**src/verilog/crws_params.svh**
```systemverilog
// Constants for the core read word sequencer: offsets, fields, resets, timing
`ifndef CRWS_PARAMS_SVH
`define CRWS_PARAMS_SVH

// ****************************************************************
// Register port
// ****************************************************************
`define CRWS_ADDR_W          4
`define CRWS_DATA_W          32
`define CRWS_OFF_CTRL        4'h0
`define CRWS_OFF_STATUS      4'h4
`define CRWS_CTRL_RESET      32'h00000001
`define CRWS_CTRL_EN_BIT     0
`define CRWS_ST_RIP_BIT      0
`define CRWS_ST_BUSY_BIT     1
`define CRWS_ST_INIT_BIT     2
`define CRWS_ST_PROC_BIT     3
`define CRWS_ST_IDX_LSB      4
`define CRWS_ST_SR_LSB       8
`define CRWS_ST_PEND_LSB     12
`define CRWS_ST_REQ_LSB      16
`define CRWS_ST_FILL_W       12

// ****************************************************************
// Datapath widths and timing
// ****************************************************************
`define CRWS_WORDS           4
`define CRWS_IDX_W           2
`define CRWS_SYNC_STAGES     2
`define CRWS_VALID_DELAY     2

`endif

```
**src/verilog/crws_pkg.sv**
```systemverilog
// Types shared by the core read word sequencer
package crws_pkg;

    // Sequencer phases of one core read
    typedef enum logic [1:0]
    {
        CRWS_IDLE,
        CRWS_INIT,
        CRWS_RUN
    } crws_state_t;

    typedef logic [0:3] crws_word_vec_t;
    typedef logic [1:0] crws_idx_t;

endpackage
```
**src/verilog/crws_core_read_seq.sv**
```systemverilog
// Core read word sequencer: request tracking, buffer steering and first-word delivery
//
// Local design decisions: the register offsets and the address-and-strobe port.
`timescale 1ns/1ps
`include "crws_params.svh"

// Notes on behaviour
// - Start loads request pattern and word index
// - Request tracker shifts; index counts up/down
// - Latch pattern and start bits onto bus
// - Pattern from invalid-words or single-word request
// - Processor start takes physical word bits
// - Other starts: first requested word ascending
// - Init: decrement index, rotate tracker left
// - Index zero: done, in-progress, reload index
// - Then index increments, strobes shift without rotate
// - Leading zeros shifted out, index follows
// - Last request at top plus strobe ends read
// - Busy until every buffer drained
// - Two delay ticks after strobe before load
// - Load state: index picks buffer, shift, increment
// - Pending entry set one tick before load
// - First processor word runs three extra states
// - Parity check enabled during first-word states
// - Processor takes word, then cache write
// - Other words start a cache buffer cycle

module crws_core_read_seq
    import crws_pkg::*;
(
    input  wire logic                     clk_sys_i,
    input  wire logic                     rst_i,
    // Register port
    input  wire logic [`CRWS_ADDR_W-1:0]  reg_addr_i,
    input  wire logic [`CRWS_DATA_W-1:0]  reg_wdata_i,
    input  wire logic                     reg_wr_i,
    input  wire logic                     reg_rd_i,
    output logic      [`CRWS_DATA_W-1:0]  reg_rdata_o,
    // Cache and channel control side
    input  wire logic                     read_start_i,
    input  wire logic                     start_by_processor_i,
    input  wire logic                     use_single_word_i,
    input  wire logic [0:3]               read_invalid_words_i,
    input  wire logic [0:3]               read_single_word_i,
    input  wire logic [1:0]               physical_word_bits_i,
    input  wire logic                     processor_sync_strobe_i,
    input  wire logic [3:0]               buffer_drained_i,
    // Memory bus side, asynchronous to clk_sys_i
    input  wire logic                     link_clk_i,
    input  wire logic                     word_valid_a_i,
    input  wire logic                     word_valid_b_i,
    output logic      [0:3]               mem_request_lines_o,
    output logic      [1:0]               mem_low_addr_o,
    // Buffer and cache steering
    output logic      [3:0]               buffer_load_o,
    output logic      [3:0]               buffer_pending_queue_o,
    output logic                          read_in_progress_o,
    output logic                          init_done_o,
    output logic                          core_busy_o,
    output logic                          cache_write_data_ready_o,
    output logic                          first_word_delay_one_o,
    output logic                          first_word_delay_two_o,
    output logic                          first_parity_en_o,
    output logic                          memory_to_cache_mux_o,
    output logic                          first_cache_write_o,
    output logic                          cache_buffer_cycle_o,
    output logic      [1:0]               cache_buffer_index_o
);

    // ****************************************************************
    // Declarations
    // ****************************************************************
    crws_state_t                 state_ff;
    crws_state_t                 nxt_state;
    crws_word_vec_t              valid_pulse_shift_reg_ff;
    crws_word_vec_t              nxt_valid_pulse_shift_reg;
    crws_idx_t                   idx_ff;
    crws_idx_t                   nxt_idx;
    crws_word_vec_t              req_lines_ff;
    crws_idx_t                   start_addr_ff;
    logic                        rip_ff;
    logic                        init_done_ff;
    logic                        proc_req_ff;
    logic                        enable_ff;
    logic [2:0]                  lclk_sync_ff;
    logic [1:0]                  va_sync_ff;
    logic [1:0]                  vb_sync_ff;
    logic                        dv1_ff;
    logic                        dv2_ff;
    logic [3:0]                  load_ff;
    logic [3:0]                  pend_ff;
    logic                        fw_ready_ff;
    logic                        fw_dly1_ff;
    logic                        fw_dly2_ff;
    logic                        fw_window_ff;
    logic                        fw_wait_ff;
    logic                        fw_write_ff;
    logic                        fw_pend_idx_valid_ff;
    crws_idx_t                   fw_idx_ff;
    logic                        bufcyc_ff;
    crws_idx_t                   bufcyc_idx_ff;
    logic [`CRWS_DATA_W-1:0]     rdata_ff;
    logic                        busy_ff;

    // ****************************************************************
    // Start decode
    // ****************************************************************
    // Pattern chosen by request kind
    wire crws_word_vec_t word_request_pattern =
        use_single_word_i ? read_single_word_i : read_invalid_words_i;
    // First requested word in ascending order
    wire crws_idx_t first_req_idx =
        word_request_pattern[0] ? 2'h0 :
        word_request_pattern[1] ? 2'h1 :
        word_request_pattern[2] ? 2'h2 : 2'h3;
    wire crws_idx_t start_addr =
        start_by_processor_i ? physical_word_bits_i : first_req_idx;
    // A start while a read is still open is ignored rather than corrupting it
    wire start_ok = read_start_i && enable_ff && (state_ff == CRWS_IDLE);

    // ****************************************************************
    // Link sampling
    // ****************************************************************
    // Link clock edges found from the second and third stages only
    wire link_rise = lclk_sync_ff[1] && !lclk_sync_ff[2];
    wire link_fall = !lclk_sync_ff[1] && lclk_sync_ff[2];
    // Phase A counted on rising link edge, phase B on falling edge
    wire strobe_seen = (link_rise && va_sync_ff[1]) || (link_fall && vb_sync_ff[1]);
    wire strobe_take = strobe_seen && rip_ff;
    // Final word: last request at top and nothing behind it
    wire last_word = (valid_pulse_shift_reg_ff == 4'h8);
    wire lead_zero = (state_ff == CRWS_RUN) && !valid_pulse_shift_reg_ff[0]
                     && (valid_pulse_shift_reg_ff != 4'h0) && !dv2_ff;
    wire [3:0] idx_onehot = 4'h1 << idx_ff;
    wire [3:0] word_arriving = strobe_take ? idx_onehot : 4'h0;
    wire first_trigger = dv2_ff && proc_req_ff;
    wire fw_active = fw_ready_ff || fw_dly1_ff || fw_dly2_ff;
    wire fw_taken = fw_wait_ff && processor_sync_strobe_i;

    // ****************************************************************
    // Register port decode
    // ****************************************************************
    wire sel_ctrl   = (reg_addr_i == `CRWS_OFF_CTRL);
    wire sel_status = (reg_addr_i == `CRWS_OFF_STATUS);
    wire [`CRWS_ST_FILL_W-1:0] st_fill = '0;
    wire [`CRWS_DATA_W-1:0] status_word =
        {st_fill, req_lines_ff, pend_ff, valid_pulse_shift_reg_ff,
         2'h0, idx_ff, proc_req_ff, (state_ff == CRWS_INIT), busy_ff, rip_ff};
    wire [`CRWS_DATA_W-1:0] ctrl_word = {31'h0, enable_ff};
    wire [`CRWS_DATA_W-1:0] nxt_rdata =
        !reg_rd_i  ? 32'h0 :
        sel_ctrl   ? ctrl_word :
        sel_status ? status_word : 32'h0;

    // ****************************************************************
    // Sequencer next state
    // ****************************************************************
    always_comb
    begin
        nxt_state = state_ff;
        nxt_valid_pulse_shift_reg = valid_pulse_shift_reg_ff;
        nxt_idx = idx_ff;
        unique case (state_ff)
            CRWS_IDLE:
            begin
                if (start_ok)
                begin
                    nxt_valid_pulse_shift_reg = word_request_pattern;
                    nxt_idx = start_addr;
                    nxt_state = CRWS_INIT;
                end
            end
            CRWS_INIT:
            begin
                if (idx_ff != 2'h0)
                begin
                    // Rotate once per decrement
                    nxt_valid_pulse_shift_reg =
                        {valid_pulse_shift_reg_ff[1:3], valid_pulse_shift_reg_ff[0]};
                    nxt_idx = idx_ff - 2'h1;
                end
                else
                begin
                    nxt_idx = start_addr_ff;
                    nxt_state = CRWS_RUN;
                end
            end
            CRWS_RUN:
            begin
                if (dv2_ff)
                begin
                    // Load state: consume request, point at next buffer
                    nxt_valid_pulse_shift_reg = {valid_pulse_shift_reg_ff[1:3], 1'b0};
                    nxt_idx = idx_ff + 2'h1;
                    if (!rip_ff && !dv1_ff)
                    begin
                        nxt_state = CRWS_IDLE;
                    end
                end
                else if (lead_zero)
                begin
                    nxt_valid_pulse_shift_reg = {valid_pulse_shift_reg_ff[1:3], 1'b0};
                    nxt_idx = idx_ff + 2'h1;
                end
            end
        endcase
    end

    // ****************************************************************
    // Sequencer registers
    // ****************************************************************
    // Tracker, index and phase
    always_ff @(posedge clk_sys_i or posedge rst_i)
    begin
        if (rst_i)
        begin
            state_ff <= CRWS_IDLE;
            valid_pulse_shift_reg_ff <= 4'h0;
            idx_ff <= 2'h0;
        end
        else
        begin
            state_ff <= nxt_state;
            valid_pulse_shift_reg_ff <= nxt_valid_pulse_shift_reg;
            idx_ff <= nxt_idx;
        end
    end

    // Bus request lines held for the whole read
    always_ff @(posedge clk_sys_i or posedge rst_i)
    begin
        if (rst_i)
        begin
            req_lines_ff <= 4'h0;
            start_addr_ff <= 2'h0;
        end
        else if (start_ok)
        begin
            req_lines_ff <= word_request_pattern;
            start_addr_ff <= start_addr;
        end
    end

    // In-progress flag: set at end of init, cleared by final strobe
    always_ff @(posedge clk_sys_i or posedge rst_i)
    begin
        if (rst_i)
        begin
            rip_ff <= 1'b0;
            init_done_ff <= 1'b0;
        end
        else
        begin
            init_done_ff <= (state_ff == CRWS_INIT) && (idx_ff == 2'h0);
            if ((state_ff == CRWS_INIT) && (idx_ff == 2'h0))
            begin
                rip_ff <= 1'b1;
            end
            else if (strobe_take && last_word && !lead_zero)
            begin
                rip_ff <= 1'b0;
            end
        end
    end

    // Processor request stays until the first word reaches its load state
    always_ff @(posedge clk_sys_i or posedge rst_i)
    begin
        if (rst_i)
        begin
            proc_req_ff <= 1'b0;
        end
        else if (start_ok)
        begin
            proc_req_ff <= start_by_processor_i;
        end
        else if (first_trigger)
        begin
            proc_req_ff <= 1'b0;
        end
    end

    // ****************************************************************
    // Link synchronisers
    // ****************************************************************
    // Third link clock stage exists only for edge finding
    always_ff @(posedge clk_sys_i or posedge rst_i)
    begin
        if (rst_i)
        begin
            lclk_sync_ff <= 3'h0;
            va_sync_ff <= 2'h0;
            vb_sync_ff <= 2'h0;
        end
        else
        begin
            lclk_sync_ff <= {lclk_sync_ff[1:0], link_clk_i};
            va_sync_ff <= {va_sync_ff[0], word_valid_a_i};
            vb_sync_ff <= {vb_sync_ff[0], word_valid_b_i};
        end
    end

    // ****************************************************************
    // Data valid delay and buffer load
    // ****************************************************************
    // Two delay ticks let the bus data settle before the load
    always_ff @(posedge clk_sys_i or posedge rst_i)
    begin
        if (rst_i)
        begin
            dv1_ff <= 1'b0;
            dv2_ff <= 1'b0;
            load_ff <= 4'h0;
        end
        else
        begin
            dv1_ff <= strobe_take;
            dv2_ff <= dv1_ff;
            load_ff <= dv1_ff ? idx_onehot : 4'h0;
        end
    end

    // Pending queue: arrival sets win over drain clears
    always_ff @(posedge clk_sys_i or posedge rst_i)
    begin
        if (rst_i)
        begin
            pend_ff <= 4'h0;
        end
        else
        begin
            pend_ff <= (pend_ff & ~buffer_drained_i
                         & ~(fw_write_ff && fw_pend_idx_valid_ff ? (4'h1 << fw_idx_ff) : 4'h0))
                       | word_arriving;
        end
    end

    // Words other than the first processor word go to the cache through a buffer cycle
    always_ff @(posedge clk_sys_i or posedge rst_i)
    begin
        if (rst_i)
        begin
            bufcyc_ff <= 1'b0;
            bufcyc_idx_ff <= 2'h0;
        end
        else
        begin
            bufcyc_ff <= dv2_ff && !proc_req_ff;
            bufcyc_idx_ff <= idx_ff;
        end
    end

    // ****************************************************************
    // First word delivery
    // ****************************************************************
    // Three time states fire only for the first processor word
    always_ff @(posedge clk_sys_i or posedge rst_i)
    begin
        if (rst_i)
        begin
            fw_ready_ff <= 1'b0;
            fw_dly1_ff <= 1'b0;
            fw_dly2_ff <= 1'b0;
            fw_window_ff <= 1'b0;
        end
        else
        begin
            fw_ready_ff <= first_trigger;
            fw_dly1_ff <= fw_ready_ff;
            fw_dly2_ff <= fw_dly1_ff;
            // Next-cycle OR of the three states, so the window leaves a flop
            fw_window_ff <= first_trigger | fw_ready_ff | fw_dly1_ff;
        end
    end

    // Cache write waits for the processor to take the word
    always_ff @(posedge clk_sys_i or posedge rst_i)
    begin
        if (rst_i)
        begin
            fw_wait_ff <= 1'b0;
            fw_write_ff <= 1'b0;
            fw_pend_idx_valid_ff <= 1'b0;
            fw_idx_ff <= 2'h0;
        end
        else
        begin
            fw_write_ff <= fw_taken;
            fw_pend_idx_valid_ff <= fw_taken;
            if (first_trigger)
            begin
                fw_wait_ff <= 1'b1;
                fw_idx_ff <= idx_ff;
            end
            else if (fw_taken)
            begin
                fw_wait_ff <= 1'b0;
            end
        end
    end

    // ****************************************************************
    // Control register, read data and busy
    // ****************************************************************
    // Enable gates new starts only; an open read always finishes
    always_ff @(posedge clk_sys_i or posedge rst_i)
    begin
        if (rst_i)
        begin
            enable_ff <= 1'b1;
            rdata_ff <= 32'h0;
            busy_ff <= 1'b0;
        end
        else
        begin
            if (reg_wr_i && sel_ctrl)
            begin
                enable_ff <= reg_wdata_i[`CRWS_CTRL_EN_BIT];
            end
            rdata_ff <= nxt_rdata;
            busy_ff <= (nxt_state != CRWS_IDLE) || (pend_ff != 4'h0)
                       || (word_arriving != 4'h0) || fw_wait_ff || fw_active;
        end
    end

    // ****************************************************************
    // Outputs
    // ****************************************************************
    assign reg_rdata_o = rdata_ff;
    assign mem_request_lines_o = req_lines_ff;
    assign mem_low_addr_o = start_addr_ff;
    assign buffer_load_o = load_ff;
    assign buffer_pending_queue_o = pend_ff;
    assign read_in_progress_o = rip_ff;
    assign init_done_o = init_done_ff;
    assign core_busy_o = busy_ff;
    assign cache_write_data_ready_o = fw_ready_ff;
    assign first_word_delay_one_o = fw_dly1_ff;
    assign first_word_delay_two_o = fw_dly2_ff;
    assign first_parity_en_o = fw_window_ff;
    assign memory_to_cache_mux_o = fw_window_ff;
    assign first_cache_write_o = fw_write_ff;
    assign cache_buffer_cycle_o = bufcyc_ff;
    assign cache_buffer_index_o = bufcyc_idx_ff;

endmodule

```
**config.mk**
```make
export PLATFORM = sky130hd
export DESIGN_NAME = crws_core_read_seq
export DESIGN_NICKNAME = d
export VERILOG_FILES = /design/src/verilog/crws_pkg.sv /design/src/verilog/crws_core_read_seq.sv
export VERILOG_INCLUDE_DIRS = /design/src /design/src/verilog
export SDC_FILE = /design/constraint.sdc
export NUM_CORES = 1
export LEC_CHECK = 0
export CORE_ASPECT_RATIO = 0.6
export CORE_MARGIN = 2
export CORE_UTILIZATION = 49
export DETAILED_ROUTE_END_ITERATION = 10
export DONT_BUFFER_PORTS = 1
export GPL_ROUTABILITY_DRIVEN = 0
export GPL_TIMING_DRIVEN = 0
export PLACE_DENSITY = 0.61
export SYNTH_ARGS = -nofsm -noshare
export SYNTH_HDL_FRONTEND = slang
export SYNTH_SLANG_ARGS = --single-unit
```
**constraint.sdc**
```tcl
create_clock -name clk_sys_i -period 5.26 [get_ports clk_sys_i]
set_input_delay 0 -clock clk_sys_i [delete_from_list [all_inputs] [get_ports clk_sys_i]]
set_output_delay 0 -clock clk_sys_i [all_outputs]
set_load 0.02 [all_outputs]
```
# Yosys cells after proc, flatten, opt, wreduce, memory -nomap -nowiden
# Cells that the tools add are included.
[word_totals] reg_bits=67 latch_bits=0 ram_bits=0 rom_bits=0 inputBits=61 mem_count=0
[classes] addsub=2 multipliers=0 n_div=0 magnitude_cmp=0 n_eq_ne=7 n_shift=2 n_mux=32 bitwise_logic=7 reduce_logical=46
[ops] cell="20-bit 2-to-1 mux" n=3
[ops] cell="4-bit 2-to-1 mux" n=8
[ops] cell="2-bit 2-to-1 mux" n=11
[ops] cell="1-bit logical AND" n=18
[ops] cell="2-bit case mux with 3 select lines" n=2
[ops] cell="4-bit case mux with 3 select lines" n=1
[ops] cell="4-bit nonzero test" n=3
[ops] cell="2-bit nonzero test" n=5
[ops] cell="4-bit bitwise AND" n=2
[ops] cell="1-bit zero test" n=8
[ops] cell="4-bit NOT" n=2
[ops] cell="1-bit by 2-bit left shift with 4-bit output, first input constant" n=2
[ops] cell="1-bit logical OR" n=7
[ops] cell="1-bit 2-to-1 mux" n=7
[ops] cell="4-bit by 3-bit equality test with 1-bit output, second input constant" n=1
[ops] cell="4-bit equality test, second input constant" n=1
[ops] cell="2-bit zero test" n=2
[ops] cell="4-bit zero test" n=1
[ops] cell="4-bit bitwise OR" n=1
[ops] cell="3-bit != test, second input constant" n=1
[ops] cell="3-bit AND reduction" n=1
[ops] cell="2-bit by 1-bit adder with 2-bit output, second input constant" n=1
[ops] cell="2-bit by 1-bit equality test with 1-bit output, second input constant" n=1
[ops] cell="2-bit equality test, second input constant" n=1
[ops] cell="5 further kinds" n=6

# Logic depth before layout (Yosys ltp)
[depth] ltp_word=10 depth_mapped=7 mapped_depth_nobuf=6

# Worst setup path after synthesis
# No wires, ideal clock.
[synth_path] kind="register to register" startpoint="register state_ff[0]" endpoint="register valid_pulse_shift_reg_ff[0]" setup_time_ns=0.125 arrival_ns=1.669 required_ns=5.135 slack_ns=3.466 stages_incl_launch_ff=7 n_path_buf=0 synth_period_minus_slack_ns=1.794 path_cell_list="dfrtp_1 inv_1 ha_1 and3b_1 a311o_2 nor2_4 mux2_4"
[synth_via] elab_chain_len=6 elab_cells_between_ends=12 classes_between="5 x eq/ne; 1 x mux; 6 x reduce/logical"
[synth_lines] item="start, declared" line="crws_core_read_seq.sv:73" text="crws_state_t state_ff;"
[synth_lines] item="start signal, assigned" line="crws_core_read_seq.sv:223" text="state_ff <= nxt_state;"
[synth_lines] item="2-bit equality test" line="crws_core_read_seq.sv:132, crws_core_read_seq.sv:163"
[synth_lines] item="1-bit logical AND" line="crws_core_read_seq.sv:132" text="wire lead_zero = (state_ff == CRWS_RUN) && !valid_pulse_shift_reg_ff[0]"
[synth_lines] item="1-bit logical AND (2 in series)" line="crws_core_read_seq.sv:133" text="&& (valid_pulse_shift_reg_ff != 4'h0) && !dv2_ff;"
[synth_lines] item="3-bit != test (no source line)"
[synth_lines] item="3-bit AND reduction (no source line)"
[synth_lines] item="end signal, assigned" line="crws_core_read_seq.sv:224" text="valid_pulse_shift_reg_ff <= nxt_valid_pulse_shift_reg;"
[synth_lines] item="end, declared" line="crws_core_read_seq.sv:75" text="crws_word_vec_t valid_pulse_shift_reg_ff;"
# Parallel ways exist; a longest one is shown, timed or not.
# A chain may end at the register's enable or synchronous reset.

# Worst setup path in the final report
[layout_path] startpoint="register idx_ff[0]" endpoint="register busy_ff, in the netlist core_busy_o"
[layout_via] elab_chain_len=8 elab_cells_between_ends=11 classes_between="1 x shift; 3 x mux; 7 x reduce/logical"
[layout_lines] item="start, declared" line="crws_core_read_seq.sv:77" text="crws_idx_t idx_ff;"
[layout_lines] item="start signal, assigned" line="crws_core_read_seq.sv:225" text="idx_ff <= nxt_idx;"
[layout_lines] item="2-bit nonzero test" line="crws_core_read_seq.sv:175" text="if (idx_ff != 2'h0)"
[layout_lines] item="2-bit 2-to-1 mux" line="crws_core_read_seq.sv:175"
[layout_lines] item="2-bit case mux with 3 select lines" line="crws_core_read_seq.sv:163" text="unique case (state_ff)"
[layout_lines] item="2-bit nonzero test" line="crws_core_read_seq.sv:421" text="busy_ff <= (nxt_state != CRWS_IDLE) || (pend_ff != 4'h0)"
[layout_lines] item="1-bit logical OR" line="crws_core_read_seq.sv:421"
[layout_lines] item="1-bit logical OR (*) (3 in series)" line="crws_core_read_seq.sv:422" text="|| (word_arriving != 4'h0) || fw_wait_ff || fw_active;"
[layout_lines] item="end signal, assigned" line="crws_core_read_seq.sv:421"
[layout_lines] item="end, declared" line="crws_core_read_seq.sv:103" text="logic busy_ff;"
# Every way passes the cells marked *; elsewhere a longest branch is shown, timed or not.

==> metrics.yaml <==
outcome:
  status: "complete, no violations"
power:
  power_frac_seq_pct: 49.7
  power.total_mw: 1.05
  clkPwrFrac_pct: 43.1
  power_switching_uw: 234
  p_leak_nw: 1.71
  vdd_drop_max_mv: 0.124
  p_int_uw: 812
  swShare_pct: 22.4
  pwr-share-comb_pct: 7.2
  p_per_area_mw_per_mm2: 306
job:
  drv_cap: 0
logic_synthesis:
  yosysTopAreaCell: "dfrtp_1"
  syn_avg_cell_area_sq_um: 11.8
  synth.most_common_cell: "dfrtp_1"
  synthArstFlopShare_pct: 100
  yosys_most_used_dff: "dfrtp_1"
  ys_warn_count: 0
  synth_edf_count: 0
  yosysUniqueCellTypes: 44
  seq_area_frac_synth_pct: 58.6
  netlist_top_cells_area: "dfrtp_1 (58%), buf_4 (6.2%), and2_1 (5.4%), ha_1 (3.2%), o21ai_0 (2.7%)"
  ys_ff_latch: 65
  synthesis.instances: 236
  synth_top_area_share_pct: 57.6
  synth_commonest_cells: "dfrtp_1 (64), and2_1 (24), buf_4 (23)"
  synth.cell_area_sq_mm: 0.00278
sta:
  finalClockSkew_ns: 0.00351
  rsz0062_at_grt: "no"
  period_share_pct: 39.5
  fin_crit_ns: 2.08
  final-setup-viol-count: 0
  clock.fmax_ghz: 0.481
  slew_headroom_pct: 61.1
  tightest_slew_ns: 0.583
  slew_violations: 0
  hold_viol_final: 0
  fin_hold_ws_ns: 0.0876
  fin_ws_ns: 3.18
  setup-tns-final_ns: 0
place:
  pre_cts_slack_ns: 3.23
  numPortBuffers: 0
  place_hpwl_um: 4070
setup_path:
  critPathCaptureType: "flop"
  critPathLaunchType: "flop"
  slowest_delay_ns: 0.52
  crit_family: "simple AND/OR/NAND/NOR gates"
  critPathKind: "reg2reg"
  crit_path_cell_trace: "inv_1 -> ha_1 -> or4_1 -> a2111o_1"
  critPathBufInv: 1
  critPathArrivalTime_ns: 2.29
  crit_slowest_cell: "or4_1"
  critical_path.max_fanout: 7
  crit_required_ns: 5.48
routing:
  drc: 0
  drt_iter0_markers: 65
  vias: 1818
  final_antenna_net_count: 0
  post_drt_wl_per_cell_um: 15.6
  wl_um: 5660
  drt_first_pass_iters: 4
  vias_per_cell: 5.02
die:
  rows: 21
  fp.dieArea_sq_mm: 0.00631
  ioPinCount: 119
  die_h_um: 62.3
  start_util_pct: 50.4
  core_region_area_sq_mm: 0.00552
  die_x_um: 101
clock_network:
  cts.sinks: 65
  cts_max_level: 3
  cts_tree: "done"
  clkLatencyLatePin_ns: 0.34
  cts.clk_slew.worst_paths_ns: 0.07
  cts_buffers: 9
  cts_buffer_depth: 2
  cts_setup_buffers: 0
  clockRootBuffer: "clkbuf_8"
cells_and_area:
  syn_to_final_growth_pct: 22.9
  seq_area_sq_mm: 0.00163
  drive_above_1_share_pct: 18.4
  fin_nets: 356
  multi_input_area_sq_um: 937
  num-fill-cells: 470
  fin_util_pct: 61.9
  n_antenna_cell: 0
grt:
  grt_usage_pct: 20.2
  grt_pass1_wl_um: 9360
  grt_max_degree: 39
  grt_pass1_vias: 1784
  gr-total-overflow: 0
  antenna_found_initial: 0
hold_path:
  hold_path_class: "in2reg"
## tightest hold or removal path: stages
cell	delay [ns]
mux2i_1	0.08
o21ai_0	0.17
mux2_4	0.14
## per-layer routing
metal  global-route usage (%)  vias to the layer above  share of wire (%)
met5                        0                        -                  0
met4                     9.63                        0                1.5
met3                     7.77                        8                 10
met2                     24.2                       87                 37
met1                     31.1                      853                 52
li1                         -                      870                  -
## layout make-up
| class | instances | share of cell area, % |
|---|---|---|
| plain buffers | 29 | 5.97 |
| clock inverters | 5 | 2.34 |
| repair buffers | 28 | 8.50 |
| well taps | 69 | 2.53 |
| clock buffers | 11 | 3.84 |
| multi-input cells | 139 | 27.4 |
| inverters | 16 | 1.76 |
| flip-flops and latches | 65 | 47.6 |
## final timing paths
path	start	to	slack, ns	depth (start not counted)
setup reg to reg	idx_ff[0]	core_busy_o	3.18	4
max in group asynchronous	rst_i	enable_ff	4.42	3
setup / recovery	idx_ff[0]	core_busy_o	3.18	4
hold reg to reg	lclk_sync_ff[0]	lclk_sync_ff[1]	0.34	0
hold / removal	read_single_word_i[1]	valid_pulse_shift_reg_ff[2]	0.09	3
min in group asynchronous	rst_i	reg_rdata_o[0]	0.18	2
## state kept, by name (all words and copies together) (netlist names), 2 cells and up
name	count
mem_request_lines_o	4
lclk_sync_ff	3
vb_sync_ff	2
mem_low_addr_o	2
cache_buffer_index_o	2
state_ff	2
va_sync_ff	2
buffer_load_o	4
buffer_pending_queue_o	4
idx_ff	2
fw_idx_ff	2
reg_rdata_o	18
valid_pulse_shift_reg_ff	4
## power groups by stage
stage / logic [mW] / clock network, mW / registers (mW)
6_report: 0.0750 / 0.451 / 0.520
5_1_grt: 0.0839 / 0.489 / 0.521
4_1_cts: 0.0756 / 0.462 / 0.520
3_5_place_dp: 0.0557 / 0 / 0.529
3_3_place_gp: 0.0534 / 0 / 0.529
2_1_floorplan: 0.0447 / 0 / 0.526
## cells by family (layout without fill, tap and decap cells)
family	after synthesis	in the layout	synth area share [%]
AND/OR/NAND/NOR	66	66	13.6
flip-flops	65	65	58.6
buffers and inverters	45	89	9.50
AO/OA/AOI/OAI	40	40	9.86
multiplexers	12	12	5.18
adder cells (fa/ha/maj)	7	7	3.15
other	1	14	0.135
## cells in the final DEF (no fill, tap or decap), types with 2 or more instances in the layout
cell and n:
dfrtp_1 64, o21ai_0 15, clkbuf_1 6, dlygate4sd3_1 27, clkinvlp_4 2, nand2_1 16
a21oi_1 4, conb_1 14, nand3b_1 4, nor2_1 4, mux2i_1 5, nor4_1 2
nor3_1 2, buf_4 23, clkbuf_8 9, mux2_4 4, nand3_1 4, a32o_1 4
a211oi_1 3, o31ai_1 2, bufinv_16 2, mux2_2 3, inv_1 15, a31oi_1 3
and2_1 24, ha_1 7
## stage by stage
stage               cell area (sq um)  instances
CTS                              3420        362
floorplan                        2830        249
detailed placement               2940        319
global route                     3420        362
finish                           3420        362
global placement                 2920        318
## timing repair
| item | 4_1_cts | 5_1_grt |
|---|---|---|
| setup endpoints to repair | 0 | 0 |
| hold buffers | 27 | 0 |
| gates resized for setup | 0 | 0 |
| endpoints found under the hold margin | 48 | 0 |
No activity file was read; power rests on OpenSTA's default activity.
